**src/verilog/pin_sleep_consts.svh**
```systemverilog
// Widths, pin positions, reset values and timing counts of the pin sleep control
`ifndef PIN_SLEEP_CONSTS_SVH
`define PIN_SLEEP_CONSTS_SVH

// Pin bank layout: GPIO low, static memory control, then card control
`define GPIO_W 16
`define MEM_W 3
`define CARD_W 4
`define PIN_W 23
`define MEM_LSB 16
`define CARD_LSB 19

// Bit positions inside the static memory control group
`define WRITE_STROBE_BIT 0
`define OUTPUT_STROBE_BIT 1
`define BOOT_CS_BIT 2

// Masks over the whole pin vector
`define MEM_MASK 23'h070000
`define CARD_MASK 23'h780000

// Reset values
`define DIR_RST 23'h070000
`define LEVEL_RST 23'h000000
`define RDH_RST 1'h1
`define PULLUP_RST 23'h7FFFFF
`define STATUS_W 2
`define STATUS_RDH_BIT 1
`define STATUS_SLEPT_BIT 0

// Sleep entry: strobes parked high for this long, in ns, at 8 ns per cycle
`define PREP_TIME_NS 16
`define CLK_PERIOD_NS 8
`define PREP_CYCLES ((`PREP_TIME_NS + `CLK_PERIOD_NS - 1) / `CLK_PERIOD_NS)
`define PREP_CNT_W 2

`endif

```
**src/verilog/pin_sleep_pkg.sv**
```systemverilog
// Types shared by the pin sleep control modules
package pin_sleep_pkg;

  typedef enum logic [1:0] {
    st_run,
    st_prep,
    st_asleep
  } sleep_state_type;

endpackage : pin_sleep_pkg

```
**src/verilog/sleep_ctrl_if.sv**
```systemverilog
// Sleep sequencing flags passed from the sequencer to the pin logic
`timescale 1ns/1ns
interface sleep_ctrl_if;
  logic read_disable_hold;
  logic prep;
  logic asleep;

  modport seq (output read_disable_hold, output prep, output asleep);
  modport pins (input read_disable_hold, input prep, input asleep);
endinterface : sleep_ctrl_if

```
**src/verilog/pin_reset_sleep_state_control.sv**
```systemverilog
// Pin state control through reset, sleep entry, sleep and wake
`timescale 1ns/1ns
`include "pin_sleep_consts.svh"
module pin_reset_sleep_state_control (
  // Clock and reset
  input wire logic sys_clk,
  input wire logic rst,
  // Power manager requests
  input wire logic sleep_req,
  input wire logic wake_req,
  // Software control
  input wire logic rdh_clear,
  input wire logic status_clear,
  input wire logic static_mem_float_in_sleep,
  input wire logic card_float_in_sleep,
  input wire logic dir_we,
  input wire logic [`PIN_W-1:0] dir_wdata,
  input wire logic level_we,
  input wire logic [`PIN_W-1:0] level_wdata,
  // Normal output data
  input wire logic [`GPIO_W-1:0] gpio_out_data,
  input wire logic [`CARD_W-1:0] card_out_data,
  // Memory controller strobes
  input wire logic mc_write_strobe_n,
  input wire logic mc_output_strobe_n,
  input wire logic mc_boot_chip_select_n,
  // Pins
  input wire logic [`PIN_W-1:0] pin_in,
  output logic [`PIN_W-1:0] pin_out,
  output logic [`PIN_W-1:0] pin_oe,
  output logic [`PIN_W-1:0] pin_in_en,
  output logic [`PIN_W-1:0] pin_pullup_en,
  // Core read data
  output logic [`PIN_W-1:0] pin_rd_data,
  // Status
  output logic [`PIN_W-1:0] pin_direction_register,
  output logic [`PIN_W-1:0] pin_sleep_level_registers,
  output logic [`STATUS_W-1:0] sleep_status_register,
  output logic in_sleep
);

  sleep_ctrl_if ctl ();

  pin_sleep_pkg::sleep_state_type state_q;
  pin_sleep_pkg::sleep_state_type state_d;
  logic [`PREP_CNT_W-1:0] prep_cnt_q;
  logic [`PREP_CNT_W-1:0] prep_cnt_d;
  logic rdh_q;
  logic rdh_d;
  logic slept_q;
  logic slept_d;
  logic in_sleep_q;
  logic [`PIN_W-1:0] dir_q;
  logic [`PIN_W-1:0] level_q;

  logic enter_sleep;
  logic prep_done;
  logic leave_sleep;
  logic [`MEM_W-1:0] mem_strobes;
  logic [`PIN_W-1:0] normal_out;
  logic [`PIN_W-1:0] float_mask;
  logic [`PIN_W-1:0] force_mask;

  // Sequencer events
  assign enter_sleep = (state_q == pin_sleep_pkg::st_run) & sleep_req;
  assign prep_done = (state_q == pin_sleep_pkg::st_prep) & (prep_cnt_q == '0);
  assign leave_sleep = (state_q == pin_sleep_pkg::st_asleep) & wake_req;

  // Normal pin data; memory strobes follow the controller while running
  assign mem_strobes[`WRITE_STROBE_BIT] = mc_write_strobe_n;
  assign mem_strobes[`OUTPUT_STROBE_BIT] = mc_output_strobe_n;
  assign mem_strobes[`BOOT_CS_BIT] = mc_boot_chip_select_n;
  assign normal_out = {card_out_data, mem_strobes, gpio_out_data};

  // Float groups in sleep, or park strobes high first
  assign float_mask = ({`PIN_W{static_mem_float_in_sleep}} & `MEM_MASK)
    | ({`PIN_W{card_float_in_sleep}} & `CARD_MASK);
  assign force_mask = {`PIN_W{~static_mem_float_in_sleep}} & `MEM_MASK;

  always_comb begin
    state_d = state_q;
    prep_cnt_d = prep_cnt_q;
    unique case (state_q)
      pin_sleep_pkg::st_run: begin
        if (sleep_req) begin
          state_d = pin_sleep_pkg::st_prep;
          prep_cnt_d = `PREP_CNT_W'(`PREP_CYCLES - 1);
        end
      end
      pin_sleep_pkg::st_prep: begin
        if (prep_done) begin
          state_d = pin_sleep_pkg::st_asleep;
        end else begin
          prep_cnt_d = prep_cnt_q - `PREP_CNT_W'(1);
        end
      end
      pin_sleep_pkg::st_asleep: begin
        if (wake_req) begin
          state_d = pin_sleep_pkg::st_run;
        end
      end
      default: begin
        state_d = pin_sleep_pkg::st_run;
      end
    endcase
  end

  // Sleep entry setting the hold beats a clear in the same cycle
  assign rdh_d = enter_sleep ? 1'b1 : (rdh_clear ? 1'b0 : rdh_q);
  // Wake flag for software; the set beats a clear in the same cycle
  assign slept_d = leave_sleep ? 1'b1 : (status_clear ? 1'b0 : slept_q);

  always_ff @(posedge sys_clk) begin
    if (rst) begin
      state_q <= pin_sleep_pkg::st_run;
      prep_cnt_q <= '0;
      rdh_q <= `RDH_RST;
      slept_q <= 1'b0;
      in_sleep_q <= 1'b0;
    end else begin
      state_q <= state_d;
      prep_cnt_q <= prep_cnt_d;
      rdh_q <= rdh_d;
      slept_q <= slept_d;
      in_sleep_q <= (state_d == pin_sleep_pkg::st_asleep);
    end
  end

  // Memory control direction bits stay set whatever software writes
  always_ff @(posedge sys_clk) begin
    if (rst) begin
      dir_q <= `DIR_RST;
      level_q <= `LEVEL_RST;
    end else begin
      if (dir_we) begin
        dir_q <= dir_wdata | `MEM_MASK;
      end
      if (level_we) begin
        level_q <= level_wdata;
      end
    end
  end

  // Flags for the pin logic
  assign ctl.read_disable_hold = rdh_q;
  assign ctl.prep = (state_q == pin_sleep_pkg::st_prep);
  assign ctl.asleep = (state_q == pin_sleep_pkg::st_asleep);

  sleep_pin_bank bank (
    .sys_clk(sys_clk),
    .rst(rst),
    .ctl(ctl),
    .normal_out(normal_out),
    .dir(dir_q),
    .level(level_q),
    .float_mask(float_mask),
    .force_mask(force_mask),
    .pin_out_q(pin_out),
    .pin_oe_q(pin_oe)
  );

  pin_input_gate gate (
    .sys_clk(sys_clk),
    .rst(rst),
    .ctl(ctl),
    .pin_in(pin_in),
    .pin_in_en_q(pin_in_en),
    .pin_pullup_en_q(pin_pullup_en),
    .pin_rd_data_q(pin_rd_data)
  );

  // Status readback from flops
  assign pin_direction_register = dir_q;
  assign pin_sleep_level_registers = level_q;
  assign sleep_status_register[`STATUS_RDH_BIT] = rdh_q;
  assign sleep_status_register[`STATUS_SLEPT_BIT] = slept_q;
  assign in_sleep = in_sleep_q;

endmodule : pin_reset_sleep_state_control

```
**src/verilog/sleep_pin_bank.sv**
```systemverilog
// Output and enable selection for every pin across run, sleep entry and sleep
`timescale 1ns/1ns
`include "pin_sleep_consts.svh"
module sleep_pin_bank (
  // Clock and reset
  input wire logic sys_clk,
  input wire logic rst,
  // Sequencer flags
  sleep_ctrl_if.pins ctl,
  // Pin sources
  input wire logic [`PIN_W-1:0] normal_out,
  input wire logic [`PIN_W-1:0] dir,
  input wire logic [`PIN_W-1:0] level,
  input wire logic [`PIN_W-1:0] float_mask,
  input wire logic [`PIN_W-1:0] force_mask,
  // Pins
  output logic [`PIN_W-1:0] pin_out_q,
  output logic [`PIN_W-1:0] pin_oe_q
);

  logic [`PIN_W-1:0] sleep_oe;
  logic [`PIN_W-1:0] sleep_out;
  logic [`PIN_W-1:0] prep_out;
  logic [`PIN_W-1:0] pin_out_d;
  logic [`PIN_W-1:0] pin_oe_d;

  // Inputs never drive, floated groups never drive
  assign sleep_oe = dir & ~float_mask;
  assign sleep_out = level;
  // Memory strobes parked high while the controller hands over
  assign prep_out = (level & ~force_mask) | force_mask;
  assign pin_out_d = ctl.asleep ? sleep_out : (ctl.prep ? prep_out : normal_out);
  assign pin_oe_d = (ctl.asleep | ctl.prep) ? sleep_oe : dir;

  always_ff @(posedge sys_clk) begin
    if (rst) begin
      pin_out_q <= `LEVEL_RST;
      pin_oe_q <= '0;
    end else begin
      pin_out_q <= pin_out_d;
      pin_oe_q <= pin_oe_d;
    end
  end

endmodule : sleep_pin_bank

```
**src/verilog/pin_input_gate.sv**
```systemverilog
// Input path gating and pull-up control driven by the read-disable-hold flag
`timescale 1ns/1ns
`include "pin_sleep_consts.svh"
module pin_input_gate (
  // Clock and reset
  input wire logic sys_clk,
  input wire logic rst,
  // Sequencer flags
  sleep_ctrl_if.pins ctl,
  // Pins
  input wire logic [`PIN_W-1:0] pin_in,
  output logic [`PIN_W-1:0] pin_in_en_q,
  output logic [`PIN_W-1:0] pin_pullup_en_q,
  // Core side
  output logic [`PIN_W-1:0] pin_rd_data_q
);

  logic [`PIN_W-1:0] open_mask;

  assign open_mask = {`PIN_W{~ctl.read_disable_hold}};

  always_ff @(posedge sys_clk) begin
    if (rst) begin
      pin_in_en_q <= '0;
      pin_pullup_en_q <= `PULLUP_RST;
      pin_rd_data_q <= '0;
    end else begin
      pin_in_en_q <= open_mask;
      // Only reset turns pull-ups back on; sleep re-setting the hold leaves them off
      pin_pullup_en_q <= pin_pullup_en_q & ~open_mask;
      pin_rd_data_q <= pin_in & open_mask;
    end
  end

endmodule : pin_input_gate

```
**config.mk**
```make
export PLATFORM = sky130hd
export DESIGN_NAME = pin_reset_sleep_state_control
export DESIGN_NICKNAME = d
export VERILOG_FILES = /design/src/verilog/pin_sleep_pkg.sv /design/src/verilog/sleep_ctrl_if.sv /design/src/verilog/pin_reset_sleep_state_control.sv /design/src/verilog/sleep_pin_bank.sv /design/src/verilog/pin_input_gate.sv
export VERILOG_INCLUDE_DIRS = /design/src /design/src/verilog
export SDC_FILE = /design/constraint.sdc
export NUM_CORES = 1
export LEC_CHECK = 0
export BUFFER_PORTS_ARGS = -buffer_cell sky130_fd_sc_hd__buf_2
export CORE_AREA = 3 3 133 135
export CTS_CLUSTER_DIAMETER = 80
export DETAILED_ROUTE_END_ITERATION = 10
export DIE_AREA = 0 0 136 138
export SKIP_LAST_GASP = 1
export SLEW_MARGIN = 20
export SYNTH_ARGS = -nofsm -noshare
export SYNTH_HDL_FRONTEND = slang
export SYNTH_SLANG_ARGS = --single-unit
```
**constraint.sdc**
```tcl
create_clock -name sys_clk -period 1.9 [get_ports sys_clk]
set_input_delay 0.19 -clock sys_clk [delete_from_list [all_inputs] [get_ports sys_clk]]
set_output_delay 0.19 -clock sys_clk [all_outputs]
set_load 0.03 [all_outputs]
```
==> results of run 1 <==
[kinds of logic after synthesis]
family / Yosys count / share of synthesized area
muxes: 44 / 0.08962
DFF: 141 / 0.5727
AOI/OAI and AO/OA: 56 / 0.07515
and+or+nand+nor: 154 / 0.1475
buffers and inverters: 80 / 0.1015
other: 1 / 0.0007609
adders and majority gates: 5 / 0.01269
[path summary, 6_finish.rpt]
path	from	end	slack, ns	cells after the start
setup / recovery	state_q[1]	bank.pin_out_q[18]	0.22	5
hold / removal	gpio_out_data[15]	bank.pin_out_q[15]	0.02	3
setup reg to reg	state_q[1]	bank.pin_out_q[18]	0.22	5
hold reg to reg	gate.pin_pullup_en_q[9]	gate.pin_pullup_en_q[9]	0.45	1
[where the power goes]
part	switching (mW)	internal [mW]	leakage [nW]	total [mW]
sequential	0.108	3.18	1.16	3.28
clock	1.21	2.14	0.286	3.35
combinational	0.949	0.521	2.17	1.47
[through the flow]
stage / worst slack, ns / util / cells
global route: 0.04150 / 0.4313 / 976
CTS: 0.2131 / 0.4304 / 973
detailed placement: 0.2198 / 0.3671 / 895
global placement: 0.2428 / 0.3671 / 895
floorplan: 0.3406 / - / 483
finish: 0.2237 / 0.4313 / 976
[worst reg2reg max path: stages, from the launching register on]
cell and delay [ns]:
dfxtp_1 0.39, inv_1 0.08, ha_1 0.31, or2_2 0.54, nor2_1 0.16, nor3_1 0.06
[what timing repair did]
| action | in CTS | in global routing |
|---|---|---|
| hold buffers | 46 | 1 |
| setup buffers | 0 | 0 |
| hold endpoints to repair | 46 | 1 |
[flip-flops by register name (all words and copies together) (netlist names)]
| name | flops |
|---|---|
| bank.pin_out_q | 23 |
| gate.pin_pullup_en_q | 23 |
| gate.pin_rd_data_q | 23 |
| pin_sleep_level_registers | 23 |
| bank.pin_oe_q | 21 |
| pin_direction_register | 20 |
| prep_cnt_q | 2 |
| state_q | 2 |
| ctl.read_disable_hold | 1 |
| gate.pin_in_en_q | 1 |
| in_sleep | 1 |
| slept_q | 1 |
[routing by layer]
layer / routed length (µm) / GRT usage / part of all wire / vias to the layer above
met2: 6236 / 0.2323 / 0.48 / 160
met5: 0 / 0 / 0 / -
met1: 5355 / 0.1564 / 0.41 / 1808
li1: - / - / - / 2030
met3: 1047 / 0.05705 / 0.081 / 21
met4: 312 / 0.05464 / 0.024 / 0
[area by class of cell]
| type | count | area share |
|---|---|---|
| inverter | 5 | 0.002624 |
| clock inverter | 6 | 0.01522 |
| multi-input combinational | 262 | 0.2255 |
| tap | 220 | 0.03849 |
| antenna | 2 | 0.0006998 |
| clock buffer | 26 | 0.06700 |
| sequential | 141 | 0.3947 |
| timing repair buffer | 314 | 0.2558 |
[cells in the final DEF, fill, tap and decap left out, types with 2 or more instances in the layout]
master           n
buf_4            9
dfxtp_1        141
clkinv_2         2
nor2b_1         18
clkbuf_1         7
nor2_1          53
and2_1          27
a21oi_1         25
dlygate4sd3_1   47
buf_2          258
clkbuf_16       17
a21o_1          23
nand2_1         42
inv_1            5
ha_1             5
bufinv_16        3
diode_2          2
clkbuf_8         2
mux2i_1         43
nand2b_1         3
conb_1           3
o31a_1           2
nor3_1           6
==> impl_metrics.py, run 1 <==
metrics = {
    "power_and_ir_drop": {
        "report.power.total_mw": 8.100,
        "power_density_nw_per_um2": 1133,
        "power_leakage_nw": 3.615,
        "ir_drop_v": 0.0006238,
    },
    "sta": {
        "post-route-min-period_ns": 1.676,
        "timing_hold_violations_final": 0,
        "tightest_slew_ns": 0.6241,
        "fmaxAchievable_mhz": 596.6,
        "timing.final.crit_share": 0.8823,
        "final.setup_skew_ns": 0.006940,
        "finalSetupViolations": 0,
        "rsz0062_at_grt": "no",
        "relSlewSlack": 0.5839,
        "finalHoldWorstSlack_ns": 0.01652,
        "setup_tns_ns": 0,
        "maxSlewViolCount": 0,
    },
    "drt": {
        "postRouteAntennaNets": 0,
        "detail_route.drc_violations": 0,
        "drt_pass1_iterations": 6,
        "via_per_inst": 4.118,
        "route.final.wire_length_um": 12950,
        "wl_per_cell_um": 13.27,
        "drt_iter0_markers": 148,
        "dr_total_vias": 4019,
    },
    "worst_setup_path": {
        "crit_path_top_delay_cell": "or2_2",
        "cp_max_fo": 23,
        "critical_path_class": "flip-flop to flip-flop",
        "critPathBufInv": 1,
        "required_ns": 2.17,
        "end_kind": "flip-flop",
        "worst_ep_arrival_time_ns": 1.95,
        "worst_path_dominant_cell_family": "simple AND/OR/NAND/NOR gates",
        "crit_chain": "inv_1 > ha_1 > or2_2 > nor2_1 > nor3_1",
        "worst_path_largest_cell_delay_ns": 0.54,
        "worstSetupStartpointType": "flip-flop",
    },
    "layout": {
        "layout_cell_share_with_drive_strength_beyond_1": 0.3952,
        "finalInstanceArea_um2": 7152,
        "final.fill_count": 1620,
        "multiInputGateArea_um2": 1613,
        "layout-area-overhead-vs-synth_pct": 45.11,
        "layout.nets": 848,
        "ff_latch_area_um2": 2823,
    },
    "placement": {
        "finalWeightedCongestion": 0.7673,
        "detailed_place.area_um2": 6088,
        "hpwl_after_dpl_um": 9078,
        "port_buffers": 259,
    },
    "logic_synthesis": {
        "mean_post_synth_cell_area_um2": 10.25,
        "number_of_distinct_library_cells_after_synthesis": 30,
        "primary_flip_flop_cell_chosen_by_synthesis_mapping": "dfxtp_1",
        "yosys_warnings": 0,
        "synth_edf_count": 0,
        "synth.cells.most_frequent": "dfxtp_1 (141), nor2_1 (53), buf_4 (46)",
        "post_synth_main_area_contributors": "dfxtp_1 (57%), mux2i_1 (8.7%), buf_4 (7.0%), nor2_1 (4.0%), a21o_1 (3.5%)",
        "postSynthRegisterBits": 141,
        "synthesis.area_um2": 4928,
        "synth_async_sr_flop_share": 0,
        "yosysMostFrequentCell": "dfxtp_1",
        "seq_area_frac_synth": 0.5727,
        "synth_area_leader_cell": "dfxtp_1",
        "syn-instance-count": 481,
        "netlist.area_leader.share": 0.5727,
    },
    "hold_path": {
        "hold_class": "primary input to flip-flop",
    },
    "clocking": {
        "cts_inserted_buffers": 17,
        "clk_latency_ns": 0.41,
        "clock_sink_count": 141,
        "root_buffer": "clkbuf_16",
        "resize_count_post_cts": 0,
        "ctsHtreeMaxLevel": 4,
        "tritoncts": "built",
        "cts_max_path_buffers": 2,
        "path_clk_slew_ns": 0.06,
    },
    "grt": {
        "grt_resource_usage_total": 0.1388,
        "grt_start_max_net_pins": 50,
        "grt_antenna_before_repair": 2,
        "grt_pass1_vias": 3986,
        "grt_first_pass_wirelength_um": 20400,
        "gr-total-overflow": 0,
    },
    "die": {
        "initial_utilization": 0.2972,
        "fp.dieArea_um2": 18770,
        "chipWidth_um": 136,
        "io-pin-count": 266,
        "floorplan.die.height_um": 138,
        "floorplan.rows": 47,
        "floorplan.core_area_um2": 16580,
    },
    "outcome": {
        "status": "finished clean",
    },
    "flow_run": {
        "cap_viol_max_count": 0,
    },
}
Power figures use the tool's default switching activity.
==> inputs of run 2 (changes only) <==
--- a/config.mk
+++ b/config.mk
@@ -6,6 +6,7 @@
 export SDC_FILE = /design/constraint.sdc
 export NUM_CORES = 1
 export LEC_CHECK = 0
+export ABC_AREA = 1
 export BUFFER_PORTS_ARGS = -buffer_cell sky130_fd_sc_hd__buf_2
 export CORE_AREA = 3 3 133 135
 export CTS_CLUSTER_DIAMETER = 80
==> run 2 against run 1 <==
Non-clock buffer count grew 17. Register-to-register slack improved by 0.16 ns. Sequential power up 1%. Hold slack better by 0.0032 ns. Critical path depth rose by 1. Critical path type unchanged. Critical endpoint is now bank.pin_out_q[16]. Highest routed layer unchanged.
==> impl_metrics.py, run 2 <==
metrics = {
    "outcome": {
        "status": "finished clean",
    },
    "worst_setup_path": {
        "end_kind": "flip-flop",
        "cp_max_fo": 23,
        "worst_ep_arrival_time_ns": 1.82,
        "worst_path_largest_cell_delay_ns": 0.36,
        "crit_chain": "inv_1 > ha_1 > nor2_2 > inv_2 > o21ai_0 > nor2_1",
        "critical_path_class": "flip-flop to flip-flop",
        "worstSetupStartpointType": "flip-flop",
        "crit_path_top_delay_cell": "dfxtp_1",
        "required_ns": 2.21,
    },
    "clocking": {
        "clk_latency_ns": 0.41,
        "cts_inserted_buffers": 17,
        "cts_setup_buffers": 0,
        "root_buffer": "clkbuf_16",
        "tritoncts": "built",
        "hold_buf_cts": 66,
        "path_clk_slew_ns": 0.07,
        "ctsHtreeMaxLevel": 4,
        "resize_count_post_cts": 0,
        "clock_sink_count": 141,
        "cts_max_path_buffers": 2,
    },
    "logic_synthesis": {
        "primary_flip_flop_cell_chosen_by_synthesis_mapping": "dfxtp_1",
        "number_of_distinct_library_cells_after_synthesis": 20,
        "synth_async_sr_flop_share": 0,
        "post_synth_main_area_contributors": "dfxtp_1 (57%), nor2_1 (11%), nand2_1 (7.2%), buf_4 (7.1%), o21ai_0 (6.3%)",
        "syn-instance-count": 598,
        "synth_area_leader_cell": "dfxtp_1",
        "yosysMostFrequentCell": "nor2_1",
        "synth.cells.most_frequent": "nor2_1 (150), dfxtp_1 (141), nand2_1 (95)",
        "netlist.area_leader.share": 0.5707,
        "postSynthRegisterBits": 141,
        "yosys_warnings": 0,
        "seq_area_frac_synth": 0.5707,
        "mean_post_synth_cell_area_um2": 8.271,
        "synthesis.area_um2": 4946,
        "synth_edf_count": 0,
    },
    "drt": {
        "dr_total_vias": 4640,
        "drt_pass1_iterations": 4,
        "via_per_inst": 4.188,
        "postRouteAntennaNets": 0,
        "wl_per_cell_um": 13.05,
        "drt_iter0_markers": 117,
        "route.final.wire_length_um": 14460,
        "detail_route.drc_violations": 0,
    },
    "placement": {
        "finalWeightedCongestion": 0.7212,
        "hpwl_after_dpl_um": 9750,
        "port_buffers": 259,
    },
    "layout": {
        "layout-area-overhead-vs-synth_pct": 47.31,
        "layout_common_cells": "buf_2 (259), nor2_1 (150), dfxtp_1 (141)",
        "most_common_library_cell_in_the_layout_ignoring_fill_and_taps": "buf_2",
        "layout_cell_share_with_drive_strength_beyond_1": 0.3393,
        "layout.nets": 981,
    },
    "grt": {
        "grt_antenna_before_repair": 0,
        "grt_resource_usage_total": 0.1490,
        "grt_first_pass_wirelength_um": 22350,
        "grt_pass1_vias": 4461,
        "gr-total-overflow": 0,
        "grt_start_max_net_pins": 56,
    },
    "sta": {
        "post-route-min-period_ns": 1.513,
        "finalSetupViolations": 0,
        "timing_hold_violations_final": 0,
        "relSlewSlack": 0.5425,
        "setup_tns_ns": 0,
        "timing.final.crit_share": 0.7961,
        "rsz0062_at_grt": "no",
        "maxSlewViolCount": 0,
        "fmaxAchievable_mhz": 661.1,
        "tightest_slew_ns": 0.6854,
        "finalHoldWorstSlack_ns": 0.01971,
        "final.setup_skew_ns": 0.006209,
    },
    "power_and_ir_drop": {
        "power_density_nw_per_um2": 1125,
        "ir_drop_v": 0.0005864,
        "power_leakage_nw": 3.783,
    },
    "die": {
        "floorplan.rows": 47,
        "chipWidth_um": 136,
        "initial_utilization": 0.2982,
        "floorplan.die.height_um": 138,
        "io-pin-count": 266,
        "floorplan.core_area_um2": 16580,
        "fp.dieArea_um2": 18770,
    },
    "hold_path": {
        "hold_class": "primary input to flip-flop",
    },
    "flow_run": {
        "cap_viol_max_count": 0,
    },
}
-- run 2: cell types whose count changed after synthesis, sizes merged, moves of 18 or more --
cell,change
mux2i,-43
and2,-27
nor2,+98
inv,+33
nand2,+53
nor2b,-18
o21ai,+66
a21o,-23
-- run 2: path summary, 6_finish.rpt --
check | from | to | slack (ns) | cells after the start
setup / recovery | state_q[1] | bank.pin_out_q[16] | 0.39 | 6
hold reg to reg | pin_direction_register[0] | bank.pin_oe_q[0] | 0.44 | 2
setup reg to reg | state_q[1] | bank.pin_out_q[16] | 0.39 | 6
hold / removal | card_out_data[1] | bank.pin_out_q[20] | 0.02 | 3
-- run 2: report_power, final --
part | leakage, nW | total (mW) | internal, mW | switching [mW]
Clock | 0.280 | 3.19 | 1.75 | 1.44
Combinational | 2.34 | 1.69 | 0.535 | 1.15
Sequential | 1.16 | 3.32 | 3.21 | 0.109
Total | 3.78 | 8.20 | 5.49 | 2.70
-- run 2: final cells by class --
| type | instances | area (µm²) |
|---|---|---|
| diodes | 1 | 2.502 |
| clock buffers | 17 | 425.4 |
| clock inverters | 15 | 142.6 |
| fillers | 1627 | 9298 |
| inverters | 38 | 145.1 |
| multi-input cells | 345 | 1458 |
| flip-flops and latches | 141 | 2823 |
| well taps | 220 | 275.3 |
| repair buffers | 331 | 2014 |
-- run 2: kinds of logic after synthesis --
group | Yosys count | synth area share
AOI/OAI and AO/OA | 87 | 0.08854
other | 1 | 0.0007582
and+or+nand+nor | 250 | 0.1912
adders and majority gates | 5 | 0.01265
buffers and inverters | 114 | 0.1361
DFF | 141 | 0.5707
-- run 2: routing by layer --
| metal | vias to the layer above | track usage | wire length [µm] |
|---|---|---|---|
| met2 | 195 | 0.2519 | 6915 |
| li1 | 2355 | - | - |
| met5 | - | 0 | 0 |
| met1 | 2064 | 0.1697 | 5880 |
| met4 | 0 | 0.06101 | 337 |
| met3 | 26 | 0.05342 | 1323 |
-- run 2: metrics by stage --
stage                     utilization  setup WS, ns  instance area, µm²  total power, mW  cells
after global placement         0.3651        0.4351                6055            4.962   1009
after floorplan                     -        0.6077                4954            4.551    600
after CTS                      0.4392        0.3527                7283            8.315   1107
after global routing           0.4392        0.2079                7283            8.619   1107
final                          0.4393        0.3874                7286            8.198   1108
after detailed placement       0.3651        0.3982                6055            4.974   1009
-- run 2: critical path, delay by kind of cell (launching register included) --
| kind | cells | cell delay (ns) |
|---|---|---|
| DFF | 1 | 0.36 |
| buffers and inverters | 2 | 0.30 |
| adders and majority gates | 1 | 0.27 |
| and+or+nand+nor | 2 | 0.24 |
| AOI/OAI and AO/OA | 1 | 0.22 |
